`src/verilog/splr_defines.vh`:
```
// Register map, reset values and timing counts of the set point limiter and ramp.
// Values are signed tenths of a unit; included by splr_top.v.
`ifndef SPLR_DEFINES_VH
`define SPLR_DEFINES_VH

// Register byte offsets
`define SPLR_REG_CTRL      8'h00
`define SPLR_REG_TARGET_SP 8'h04
`define SPLR_REG_UPPER     8'h08
`define SPLR_REG_LOWER     8'h0c
`define SPLR_REG_RISE      8'h10
`define SPLR_REG_FALL      8'h14
`define SPLR_REG_PV        8'h18
`define SPLR_REG_REMOTE_SP 8'h1c
`define SPLR_REG_RANGE_HI  8'h20
`define SPLR_REG_RANGE_LO  8'h24
`define SPLR_REG_RAMP_SP   8'h28
`define SPLR_REG_EFF_SP    8'h2c
`define SPLR_REG_ALARM_SP  8'h30
`define SPLR_REG_STATUS    8'h34
`define SPLR_REG_CMD       8'h38

// Control register fields
`define SPLR_CTRL_RUN      0
`define SPLR_CTRL_REMOTE   1
`define SPLR_CTRL_ALSEL    2
`define SPLR_CTRL_ERROR    3
`define SPLR_CTRL_UNIT     4
`define SPLR_CTRL_BANK_LO  8
`define SPLR_CTRL_DBANK_LO 12

// Command register fields (write one to act)
`define SPLR_CMD_LIM_RESET 0
`define SPLR_CMD_RANGE_CHG 1
`define SPLR_CMD_AT_REQ    2
`define SPLR_CMD_AT_CANCEL 3

// Status register fields
`define SPLR_ST_RAMPING    0
`define SPLR_ST_AT_PEND    1
`define SPLR_ST_AT_RUN     2
`define SPLR_ST_RISING     3

// Reset values, tenths of a degree
`define SPLR_UPPER_RESET   32'sd13000
`define SPLR_LOWER_RESET   -32'sd2000
`define SPLR_RAMP_OFF      16'h0000

// Ramp time units: 1 s or 60 s per step, in ms
`define SPLR_STEP_SEC_MS   32'h0000_03e8
`define SPLR_STEP_MIN_MS   32'h0000_ea60
`define SPLR_CLK_KHZ       32'h0000_c350

`endif

```
`src/verilog/splr_top.v`:
```
// Set point limiter and ramp generator with an AXI4-Lite register slave.
// Assumes one 50 MHz clock and that the process value is written by software.
`timescale 1ns/1ns
`default_nettype none
`include "splr_defines.vh"

// Behaviour
// - Target set point clamped to bounds
// - Upper bound defaults to 1300.0
// - Lower bound defaults to -200.0
// - Bound change pulls set point inside
// - Limiter reset forces set point to bound
// - Range change resets bounds to range
// - Regulate to rate-limited intermediate set point
// - Ramp value zero means ramp off
// - Ramp values stored per bank
// - Intermediate ramp set point readable
// - Adjustment write goes to active bank
// - Ramp continues across local/remote switch
// - Start ramp from process value
// - Direction from ramp set point versus clamped target
// - Auto-tuning deferred until ramp ends
// - Ramp disabled when stopped or error
// - Alarm reference selects ramp or target
module splr_top #(
  parameter         BANKS    = 8,
  parameter         BANK_W   = 3,
  // Cycles per ramp step; unsigned, since the minute count overflows an integer
  parameter [31:0]  STEP_SEC = `SPLR_STEP_SEC_MS * `SPLR_CLK_KHZ,
  parameter [31:0]  STEP_MIN = `SPLR_STEP_MIN_MS * `SPLR_CLK_KHZ
) (
  input  wire        aclk,
  input  wire        aresetn,
  input  wire [7:0]  s_axi_awaddr,
  input  wire        s_axi_awvalid,
  output wire        s_axi_awready,
  input  wire [31:0] s_axi_wdata,
  input  wire [3:0]  s_axi_wstrb,
  input  wire        s_axi_wvalid,
  output wire        s_axi_wready,
  output reg  [1:0]  s_axi_bresp,
  output reg         s_axi_bvalid,
  input  wire        s_axi_bready,
  input  wire [7:0]  s_axi_araddr,
  input  wire        s_axi_arvalid,
  output wire        s_axi_arready,
  output reg  [31:0] s_axi_rdata,
  output reg  [1:0]  s_axi_rresp,
  output reg         s_axi_rvalid,
  input  wire        s_axi_rready,
  output reg  [31:0] effective_sp,
  output reg  [31:0] alarm_sp,
  output wire        ramping,
  output reg         autotune_run
);

  // Stored configuration
  reg        [31:0]   ctrl;
  reg signed [31:0]   target_sp;
  reg signed [31:0]   sp_upper_bound;
  reg signed [31:0]   sp_lower_bound;
  reg signed [31:0]   proc_value;
  reg signed [31:0]   remote_sp;
  reg signed [31:0]   range_hi;
  reg signed [31:0]   range_lo;
  reg        [15:0]   ramp_rise_value [0:BANKS-1];
  reg        [15:0]   ramp_fall_value [0:BANKS-1];
  reg signed [31:0]   ramp_sp;
  reg                 prev_run;
  reg                 started;
  reg                 at_pend;
  reg        [31:0]   step_cnt;

  // Write channel holding registers
  reg                 aw_held;
  reg                 w_held;
  reg        [7:0]    aw_addr;
  reg        [31:0]   w_data;
  reg        [3:0]    w_strb;

  wire                run_mode = ctrl[`SPLR_CTRL_RUN];
  wire                ramp_time_unit = ctrl[`SPLR_CTRL_UNIT];
  wire       [BANK_W-1:0] act_bank  = ctrl[`SPLR_CTRL_BANK_LO +: BANK_W];
  wire       [BANK_W-1:0] disp_bank = ctrl[`SPLR_CTRL_DBANK_LO +: BANK_W];
  wire       [15:0]   rise_now = ramp_rise_value[act_bank];
  wire       [15:0]   fall_now = ramp_fall_value[act_bank];

  // Source of the final set point: local or remote, always clamped
  wire signed [31:0]  raw_sp = ctrl[`SPLR_CTRL_REMOTE] ? remote_sp : target_sp;
  wire signed [31:0]  final_sp = (raw_sp > sp_upper_bound) ? sp_upper_bound :
                                 (raw_sp < sp_lower_bound) ? sp_lower_bound : raw_sp;

  wire                rising = ramp_sp < final_sp;
  // fall value for decreases, falling back to rise value when off
  wire       [15:0]   rate = rising ? rise_now : ((fall_now != `SPLR_RAMP_OFF) ? fall_now : rise_now);
  // zero rise value disables ramp; stop or error disables too
  wire                ramp_en = (rise_now != `SPLR_RAMP_OFF) && run_mode && !ctrl[`SPLR_CTRL_ERROR];
  assign ramping = ramp_en && (ramp_sp != final_sp);

  wire       [31:0]   step_len = ramp_time_unit ? STEP_MIN : STEP_SEC;
  wire                step_tick = (step_cnt >= step_len - 32'h0000_0001);

  // Bus handshakes: accept address and data separately, answer once both are in
  assign s_axi_awready = !aw_held && !s_axi_bvalid;
  assign s_axi_wready  = !w_held && !s_axi_bvalid;
  assign s_axi_arready = !s_axi_rvalid;

  wire                do_write = aw_held && w_held && !s_axi_bvalid;
  wire       [7:0]    wr_addr  = aw_addr;
  wire       [31:0]   wr_mask  = {{8{w_strb[3]}}, {8{w_strb[2]}}, {8{w_strb[1]}}, {8{w_strb[0]}}};

  function [31:0] merge;
    input [31:0] old;
    input [31:0] data;
    input [31:0] mask;
    begin
      merge = (old & ~mask) | (data & mask);
    end
  endfunction

  function wr_ok;
    input [7:0] addr;
    begin
      wr_ok = (addr <= `SPLR_REG_REMOTE_SP) || (addr == `SPLR_REG_RANGE_HI) ||
              (addr == `SPLR_REG_RANGE_LO) || (addr == `SPLR_REG_CMD);
    end
  endfunction

  wire                cmd_wr   = do_write && (wr_addr == `SPLR_REG_CMD);
  wire                lim_rst  = cmd_wr && w_strb[0] && w_data[`SPLR_CMD_LIM_RESET];
  wire                rng_chg  = cmd_wr && w_strb[0] && w_data[`SPLR_CMD_RANGE_CHG];
  wire                at_req   = cmd_wr && w_strb[0] && w_data[`SPLR_CMD_AT_REQ];
  wire                at_cncl  = cmd_wr && w_strb[0] && w_data[`SPLR_CMD_AT_CANCEL];

  // Write address and data capture, write response
  always @(posedge aclk) begin
    if (!aresetn) begin
      aw_held      <= 1'b0;
      w_held       <= 1'b0;
      aw_addr      <= 8'h00;
      w_data       <= 32'h0000_0000;
      w_strb       <= 4'h0;
      s_axi_bvalid <= 1'b0;
      s_axi_bresp  <= 2'b00;
    end else begin
      if (s_axi_awvalid && s_axi_awready) begin
        aw_held <= 1'b1;
        aw_addr <= s_axi_awaddr;
      end
      if (s_axi_wvalid && s_axi_wready) begin
        w_held <= 1'b1;
        w_data <= s_axi_wdata;
        w_strb <= s_axi_wstrb;
      end
      if (do_write) begin
        aw_held      <= 1'b0;
        w_held       <= 1'b0;
        s_axi_bvalid <= 1'b1;
        // Unmapped or read-only offsets answer SLVERR
        s_axi_bresp  <= (wr_ok(wr_addr) && wr_addr[1:0] == 2'b00) ? 2'b00 : 2'b10;
      end else if (s_axi_bvalid && s_axi_bready) begin
        s_axi_bvalid <= 1'b0;
      end
    end
  end

  // Configuration registers and limiter
  always @(posedge aclk) begin
    if (!aresetn) begin
      ctrl           <= 32'h0000_0000;
      target_sp      <= 32'h0000_0000;
      sp_upper_bound <= `SPLR_UPPER_RESET;
      sp_lower_bound <= `SPLR_LOWER_RESET;
      proc_value     <= 32'h0000_0000;
      remote_sp      <= 32'h0000_0000;
      range_hi       <= `SPLR_UPPER_RESET;
      range_lo       <= `SPLR_LOWER_RESET;
    end else begin
      if (do_write) begin
        case (wr_addr)
          `SPLR_REG_CTRL:      ctrl           <= merge(ctrl, w_data, wr_mask);
          `SPLR_REG_TARGET_SP: target_sp      <= merge(target_sp, w_data, wr_mask);
          `SPLR_REG_UPPER:     sp_upper_bound <= merge(sp_upper_bound, w_data, wr_mask);
          `SPLR_REG_LOWER:     sp_lower_bound <= merge(sp_lower_bound, w_data, wr_mask);
          `SPLR_REG_PV:        proc_value     <= merge(proc_value, w_data, wr_mask);
          `SPLR_REG_REMOTE_SP: remote_sp      <= merge(remote_sp, w_data, wr_mask);
          `SPLR_REG_RANGE_HI:  range_hi       <= merge(range_hi, w_data, wr_mask);
          `SPLR_REG_RANGE_LO:  range_lo       <= merge(range_lo, w_data, wr_mask);
          default: begin
          end
        endcase
      end
      // Not in a write cycle, so a fresh write is never overridden
      // pull stored set point inside after bound change
      if (!do_write && target_sp > sp_upper_bound)
        target_sp <= sp_upper_bound;
      else if (!do_write && target_sp < sp_lower_bound)
        target_sp <= sp_lower_bound;
      if (lim_rst) begin
        if (target_sp > sp_upper_bound)
          target_sp <= sp_upper_bound;
        else if (target_sp < sp_lower_bound)
          target_sp <= sp_lower_bound;
      end
      if (rng_chg) begin
        sp_upper_bound <= range_hi;
        sp_lower_bound <= range_lo;
      end
    end
  end

  // Byte-merged write value; only the low half is stored, upper bytes dropped
  wire       [31:0]   rise_merged  = merge({16'h0000, rise_now}, w_data, wr_mask);
  wire       [31:0]   fall_merged  = merge({16'h0000, fall_now}, w_data, wr_mask);
  wire       [31:0]   act_bank_ext = {{(32-BANK_W){1'b0}}, act_bank};

  // Per-bank ramp values; the adjustment path writes the active bank
  genvar gi;
  generate
    for (gi = 0; gi < BANKS; gi = gi + 1) begin : g_bank
      always @(posedge aclk) begin
        if (!aresetn) begin
          ramp_rise_value[gi] <= `SPLR_RAMP_OFF;
          ramp_fall_value[gi] <= `SPLR_RAMP_OFF;
        end else if (do_write && (wr_addr == `SPLR_REG_RISE)) begin
          if (act_bank_ext == gi)
            ramp_rise_value[gi] <= rise_merged[15:0];
        end else if (do_write && (wr_addr == `SPLR_REG_FALL)) begin
          if (act_bank_ext == gi)
            ramp_fall_value[gi] <= fall_merged[15:0];
        end
      end
    end
  endgenerate

  // Ramp generator: one step of rate every time unit
  always @(posedge aclk) begin
    if (!aresetn) begin
      ramp_sp  <= 32'h0000_0000;
      prev_run <= 1'b0;
      started  <= 1'b0;
      step_cnt <= 32'h0000_0000;
    end else begin
      prev_run <= run_mode;
      started  <= 1'b1;
      // Counter idles at zero, so every new ramp waits one full step
      step_cnt <= (step_tick || !ramping) ? 32'h0000_0000 : step_cnt + 32'h0000_0001;
      if ((!started || (run_mode && !prev_run)) && ramp_en) begin
        ramp_sp <= proc_value;
      end else if (!ramp_en) begin
        // ramp bypassed, track final set point
        ramp_sp <= final_sp;
      end else if (step_tick && ramping) begin
        // advance toward whichever source is selected
        if (rising)
          ramp_sp <= (final_sp - ramp_sp > $signed({16'h0000, rate})) ? ramp_sp + $signed({16'h0000, rate}) : final_sp;
        else
          ramp_sp <= (ramp_sp - final_sp > $signed({16'h0000, rate})) ? ramp_sp - $signed({16'h0000, rate}) : final_sp;
      end
    end
  end

  // Auto-tuning request held off while ramping
  always @(posedge aclk) begin
    if (!aresetn) begin
      at_pend      <= 1'b0;
      autotune_run <= 1'b0;
    end else begin
      // Cancel wins over a request in the same command
      if (at_cncl) begin
        at_pend      <= 1'b0;
        autotune_run <= 1'b0;
      end else if ((at_req || at_pend) && !ramping && run_mode) begin
        at_pend      <= 1'b0;
        autotune_run <= 1'b1;
      end else if (at_req) begin
        at_pend <= 1'b1;
      end
    end
  end

  // Outputs toward the control loop and alarms
  always @(posedge aclk) begin
    if (!aresetn) begin
      effective_sp <= 32'h0000_0000;
      alarm_sp     <= 32'h0000_0000;
    end else begin
      effective_sp <= ramp_sp;
      alarm_sp     <= ctrl[`SPLR_CTRL_ALSEL] ? final_sp : ramp_sp;
    end
  end

  // Read channel: one-cycle answer after address taken
  always @(posedge aclk) begin
    if (!aresetn) begin
      s_axi_rvalid <= 1'b0;
      s_axi_rdata  <= 32'h0000_0000;
      s_axi_rresp  <= 2'b00;
    end else if (s_axi_arvalid && s_axi_arready) begin
      s_axi_rvalid <= 1'b1;
      s_axi_rresp  <= 2'b00;
      case (s_axi_araddr)
        `SPLR_REG_CTRL:      s_axi_rdata <= ctrl;
        `SPLR_REG_TARGET_SP: s_axi_rdata <= target_sp;
        `SPLR_REG_UPPER:     s_axi_rdata <= sp_upper_bound;
        `SPLR_REG_LOWER:     s_axi_rdata <= sp_lower_bound;
        `SPLR_REG_RISE:      s_axi_rdata <= {16'h0000, ramp_rise_value[disp_bank]};
        `SPLR_REG_FALL:      s_axi_rdata <= {16'h0000, ramp_fall_value[disp_bank]};
        `SPLR_REG_PV:        s_axi_rdata <= proc_value;
        `SPLR_REG_REMOTE_SP: s_axi_rdata <= remote_sp;
        `SPLR_REG_RANGE_HI:  s_axi_rdata <= range_hi;
        `SPLR_REG_RANGE_LO:  s_axi_rdata <= range_lo;
        `SPLR_REG_RAMP_SP:   s_axi_rdata <= ramp_sp;
        `SPLR_REG_EFF_SP:    s_axi_rdata <= final_sp;
        `SPLR_REG_ALARM_SP:  s_axi_rdata <= alarm_sp;
        `SPLR_REG_STATUS:    s_axi_rdata <= {28'h0000000, rising, autotune_run, at_pend, ramping};
        // Command bits are strobes and read back as zero
        `SPLR_REG_CMD:       s_axi_rdata <= 32'h0000_0000;
        default: begin
          s_axi_rdata <= 32'h0000_0000;
          s_axi_rresp <= 2'b10;
        end
      endcase
    end else if (s_axi_rvalid && s_axi_rready) begin
      s_axi_rvalid <= 1'b0;
    end
  end

endmodule // splr_top
`default_nettype wire

```
`config.mk`:
```
export PLATFORM = sky130hd
export DESIGN_NAME = splr_top
export DESIGN_NICKNAME = d
export VERILOG_FILES = /design/src/verilog/splr_top.v
export VERILOG_INCLUDE_DIRS = /design/src /design/src/verilog
export SDC_FILE = /design/constraint.sdc
export NUM_CORES = 2
export LEC_CHECK = 0
export BUFFER_PORTS_ARGS = -buffer_cell sky130_fd_sc_hd__buf_2
export CAP_MARGIN = 20
export CORE_MARGIN = 2
export CORE_UTILIZATION = 25
export DETAILED_ROUTE_END_ITERATION = 12
export GPL_TIMING_DRIVEN = 1
export MAX_ROUTING_LAYER = met4
export SKIP_CTS_REPAIR_TIMING = 1
export SYNTH_ARGS = -nofsm -noshare
export SYNTH_HDL_FRONTEND = slang
export SYNTH_SLANG_ARGS = --single-unit
```
`constraint.sdc`:
```
create_clock -name aclk -period 12.5 [get_ports aclk]
set_clock_uncertainty 0.1 [all_clocks]
set_input_delay 0.625 -clock aclk [delete_from_list [all_inputs] [get_ports aclk]]
set_output_delay 0.625 -clock aclk [all_outputs]
set_load 0.1 [all_outputs]
```
* After elaboration in Yosys (flattened, before gate mapping)
Memory sizes are Yosys's and may differ from the RTL's. A register that Yosys moved wholly into a read port is not among the register bits.
Index checks and enable logic that the tools add are counted.
** Operators by class
- Add/sub/neg operators :: 6
- Multipliers :: 0
- Divide/modulo/power cells :: 0
- $lt $le $gt $ge :: 9
- Equal/unequal tests :: 33
- Shifts and indexed selects :: 0
- Mux-type cells :: 123
- Bitwise operators :: 39
- Reduce and logical (&&, ||, !) cells :: 66
** Operators by type and width (number)
- 2-to-1 mux 32 bit :: 24
- case mux 32 bit (14 select lines) :: 1
- AND 32 bit :: 9
- 2-to-1 mux 16 bit :: 18
- bitwise OR 32 bit :: 8
- less-than comparator 32 bit :: 3
- == test 8 x 6 -> 1 bit, second input constant :: 10
- 2-to-1 mux 1 bit :: 70
- == test 8 x 5 -> 1 bit, second input constant :: 8
- greater-than comparator 32 x 17 -> 1 bit :: 2
- greater-than comparator 32 bit :: 2
- subtractor 32 bit :: 2
- adder 32 x 1 -> 32 bit, second input constant :: 1
- adder 32 x 17 -> 32 bit :: 1
- AND 16 bit :: 2
- == test 8 x 4 -> 1 bit, second input constant :: 4
- greater-or-equal comparator 32 bit :: 1
- zero test 32 bit :: 1
- != test 32 bit :: 1
- inverter 32 bit :: 1
- bitwise OR 16 bit :: 2
- nonzero test 16 bit :: 2
- subtractor 32 x 1 -> 32 bit, second input constant :: 1
- subtractor 32 x 17 -> 32 bit :: 1
- other kinds (20) :: 101
** Storage, ports and cells
- Register bits after elaboration :: 472
- Latch bits :: 0
- Bits in writable memories :: 256
- Memory bits (read-only) :: 0
- Bits of input ports :: 59
- Word-level logic and storage cells :: 304
- Memories :: 2
** Memory list
- ramp_fall_value :: depth 8, bits a word 16, read ports 2, clocked after Yosys merged registers in 2, wr ports 8, line splr_top.v:67 : reg [15:0] ramp_fall_value [0:BANKS-1];
- ramp_rise_value :: depth 8, bits a word 16, read ports 2, clocked after Yosys merged registers in 2, wr ports 8, line splr_top.v:66 : reg [15:0] ramp_rise_value [0:BANKS-1];

* Depth between registers and ports, before layout
- Depth in word-level cells :: 12
- Depth in mapped cells :: 53

* Worst setup path after synthesis
OpenSTA, ideal clock, no wires.
- Path type :: register to register
- Start point :: reg (tool-made name)
- End point :: reg ramp_sp[28]
- Data arrival time :: 10690 ps
- Required time :: 12264 ps
- Path slack :: 1574 ps
- Stages on the path, launching flop included :: 46
- Path buffers :: 8
- Cells stage by stage :: dfxtp_1 > buf_6 > clkbuf_1 > clkbuf_1 > mux2_2 > ha_1 > nand4_1 > nor4_2 > nand2_1 > or3_1 > nand3_1 > clkbuf_1 > clkbuf_1 > buf_1 > a21oi_1 > inv_1 > ha_1 > a2111oi_0 > [10 not listed] > ha_1 > fa_1 > a21o_1 > a21oi_1 > o21bai_1 > a21oi_1 > nor2_1 > o21ai_0 > a21oi_1 > or4_1 > a31oi_1 > o41ai_1 > and3_1 > and3_1 > xnor2_1 > a211o_1 > a2111oi_0 > a211oi_1
** RTL lines
- end signal, assigned :: line splr_top.v:249 : ramp_sp <= proc_value;
- end signal, assigned :: line splr_top.v:252 : ramp_sp <= final_sp;
- end signal, assigned :: line splr_top.v:256 : ramp_sp <= (final_sp - ramp_sp > $signed({16'h0000, rate})) ? ramp_sp + $signed({16'h0000, rate}) : final_sp;
- end, declared :: line splr_top.v:68 : reg signed [31:0] ramp_sp;

==> results.rst <==
.. list-table::
   :header-rows: 1

   * - Metric
     - Value
   * - Status
     - finished, final reports clean
   * - Share of layout cells above drive strength 1
     - between 10% and 20%
   * - Num CTS Buffers
     - 87
   * - Weighted congestion reported at the end of routability-driven placement
     - approximately 1
   * - Die area
     - between 150000 and 200000 um^2
   * - Clock latency of the later-clocked register in the worst-skew pair
     - slightly below 0.8 ns
   * - Layout net count
     - ~5600
   * - HPWL after detailed placement
     - 158 mm
   * - Final hold violations
     - 0
   * - GRT overflow
     - 0
   * - Final sum of negative setup slack
     - 0 ns
   * - Crit. End Element
     - register
   * - DRC violation count after routing
     - 0
   * - Number of buffers between clock root and the deepest sink
     - 3
   * - Number of standard cells after synthesis
     - roughly 5300
   * - Reg2Reg Setup Slack
     - 0.65 ns
   * - Depth of the CTS H-tree
     - 3
   * - Clock period minus final worst setup slack
     - approximately 12 ns
   * - Via density per instance
     - approximately 5.6
   * - Area after DPL
     - just under 50000 um^2
   * - Final cycle utilization of the critical path
     - a little over nine tenths
   * - Maximum fanout along the worst path
     - 31
   * - Number of enable-type register cells in the synthesized netlist
     - about 260
   * - Cell mode on critical path
     - a21oi_1
   * - Starting utilization of the core area
     - 25.2%
   * - GRT Overall Usage
     - 23.0%
   * - Total Wirelength
     - around 210 mm
   * - WL/cell
     - 27.7 um
   * - Share of synthesized area occupied by flip-flops and latches
     - a little under two fifths
   * - Global-route wire length before repair
     - slightly above 300 mm
   * - TritonCTS clock tree
     - done
   * - Summed instance area of the synthesized netlist
     - about 46000 um^2
   * - Synth area leader
     - dfxtp_1
   * - Number of detailed-route iterations in the first pass
     - 6
   * - Cell chosen for the clock root
     - clkbuf_16
   * - Yosys Warn Count
     - 0
   * - Total number of vias
     - about 44000
   * - Top-area cell type share of the netlist area
     - between 20% and 30%
   * - Distinct cells, synth
     - 92
   * - TritonCTS sink count
     - around 730
   * - Maximum single-stage delay on the critical path
     - around 0.70 ns
   * - Standard cell core area
     - roughly 180000 um^2
   * - Cell types occupying the most area after synthesis
     - dfxtp_1, edfxtp_1, ha_1, mux4_2, a21oi_1
   * - Quantity of I/O buffers inserted on ports
     - around 160
   * - Synthesis-to-finish area growth
     - 14.4%
   * - Critical Path RT
     - around 13 ns
   * - Antenna violations before repair
     - 8
   * - Horizontal die dimension
     - between 400 and 500 um
   * - Max stage delay cell, worst path
     - a21oi_1
   * - Setup repair after global routing missed its margin
     - false
   * - Clock transition at the registers of the reported paths
     - 0.06 ns
   * - Ports placed on the boundary
     - roughly 170
   * - Final Util
     - slightly below 30%
   * - Worst Hold Class
     - in -> reg
   * - Maximum clock frequency
     - roughly 84 MHz
   * - Row count
     - 156
   * - Total count of max-transition violations in the final report
     - 0
   * - Maximum number of pins on one net before global-route repair
     - 125
   * - Number of global-route vias before repair
     - 41900
   * - Share of synthesized flip-flops with an asynchronous set or reset
     - 0%
   * - MaxCap Viol Count
     - 0
   * - Die outline height
     - 431 um
   * - Crit Path Category
     - reg -> reg
   * - Number of antenna-violating nets in the routed design
     - 0
   * - Max_slew headroom
     - about 17%
   * - Primary flip-flop cell chosen by synthesis mapping
     - dfxtp_1
   * - Final-report setup violation count
     - 0
   * - Mean cell area of the mapped netlist
     - slightly below 9 um^2
   * - Startpoint type of the worst setup path
     - register
   * - Drt first-iter violations
     - between 5000 and 6000
   * - Layout Cell Area excl Fill
     - between 50000 and 60000 um^2
   * - Slew at the pin with the worst max-slew slack
     - about 1.2 ns
   * - Critical Path AT
     - approximately 12 ns
   * - Register bit total from synthesis
     - 732
==> cell families after synthesis <==
kind of cell / synth area share [%]
AOI/OAI and AO/OA: 20.7
xor gates and xnor gates: 2.11
adders and majority gates: 7.23
buffers and inverters: 4.99
DFF: 37.7
muxes: 9.39
other: 0.00821
and+or+nand+nor: 17.9
==> cells in the final DEF, fill, tap and decap left out, drive strengths merged, types with 55 or more instances in the layout <==
cell,count
a21o,67
o21ai,151
mux2i,84
nand3,303
nand2,570
buf,319
a22oi,146
dfxtp,476
ha,260
o211ai,58
inv,213
mux4,128
a31oi,56
edfxtp,256
nand4,58
xnor2,71
a211oi,99
clkbuf,119
nor2,685
a21oi,532
a221oi,55
==> worst paths after layout <==
check	from	end	cells after the start
min reg2reg	w_data[13]	w_data[13]	2
max	register	ramp_sp[28]	40
min	s_axi_wdata[20]	w_data[20]	3
max reg2reg	register	ramp_sp[28]	40
==> synthesized netlist by cell type, types with 83 or more instances <==
cell type and n:
nand3_1 303, nand2_1 570, dfxtp_1 476, a21oi_1 530, mux2i_1 83, a22oi_1 146, ha_1 260, inv_1 206
clkbuf_1 323, nor2_1 685, o21ai_0 144, a211oi_1 97, edfxtp_1 256, mux4_2 128
==> layer usage <==
| layer | vias up | wire length [um] | global-route usage, % | part of all wire, % |
|---|---|---|---|---|
| li1 | 19400 | - | - | - |
| met1 | 21300 | 81300 | 27.2 | 38 |
| met2 | 2423 | 97900 | 35.9 | 46 |
| met3 | 621 | 18100 | 3.96 | 8.5 |
| met4 | 0 | 17200 | 15.4 | 8.0 |
| met5 | - | 0 | - | 0 |
==> final cells by class <==
type | count | area [um^2]
tap | 2370 | 2970
antenna | 6 | 15.0
clock inverter | 39 | 363
clock buffer | 119 | 2460
inverter | 211 | 800
fill | 19300 | 129000
multi-input combinational | 3946 | 26400
sequential | 732 | 17200
timing repair buffer | 320 | 2060
==> critical path: cells and delay by family (launching register included) <==
family	cells	cell delay (ns)
muxes	3	1.20
xor gates and xnor gates	1	0.13
AOI/OAI and AO/OA	21	5.16
adders and majority gates	4	1.51
and+or+nand+nor	9	2.59
DFF	1	0.62
buffers and inverters	2	0.35
==> stage by stage <==
| stage | setup WS, ns | cells | hold WS [ns] |
|---|---|---|---|
| detailed placement | 0.413 | 7576 | 0.347 |
| global route | 0.0112 | 7740 | 0.0149 |
| CTS | 0.394 | 7734 | -0.0411 |
| finish | 0.649 | 7743 | 0.0186 |
| floorplan | 1.57 | 5273 | 0.326 |
| global placement | 0.497 | 7574 | 0.341 |
Power is not shown: default switching activity piles up to over one toggle a cycle in this logic, so the estimate is an artifact.
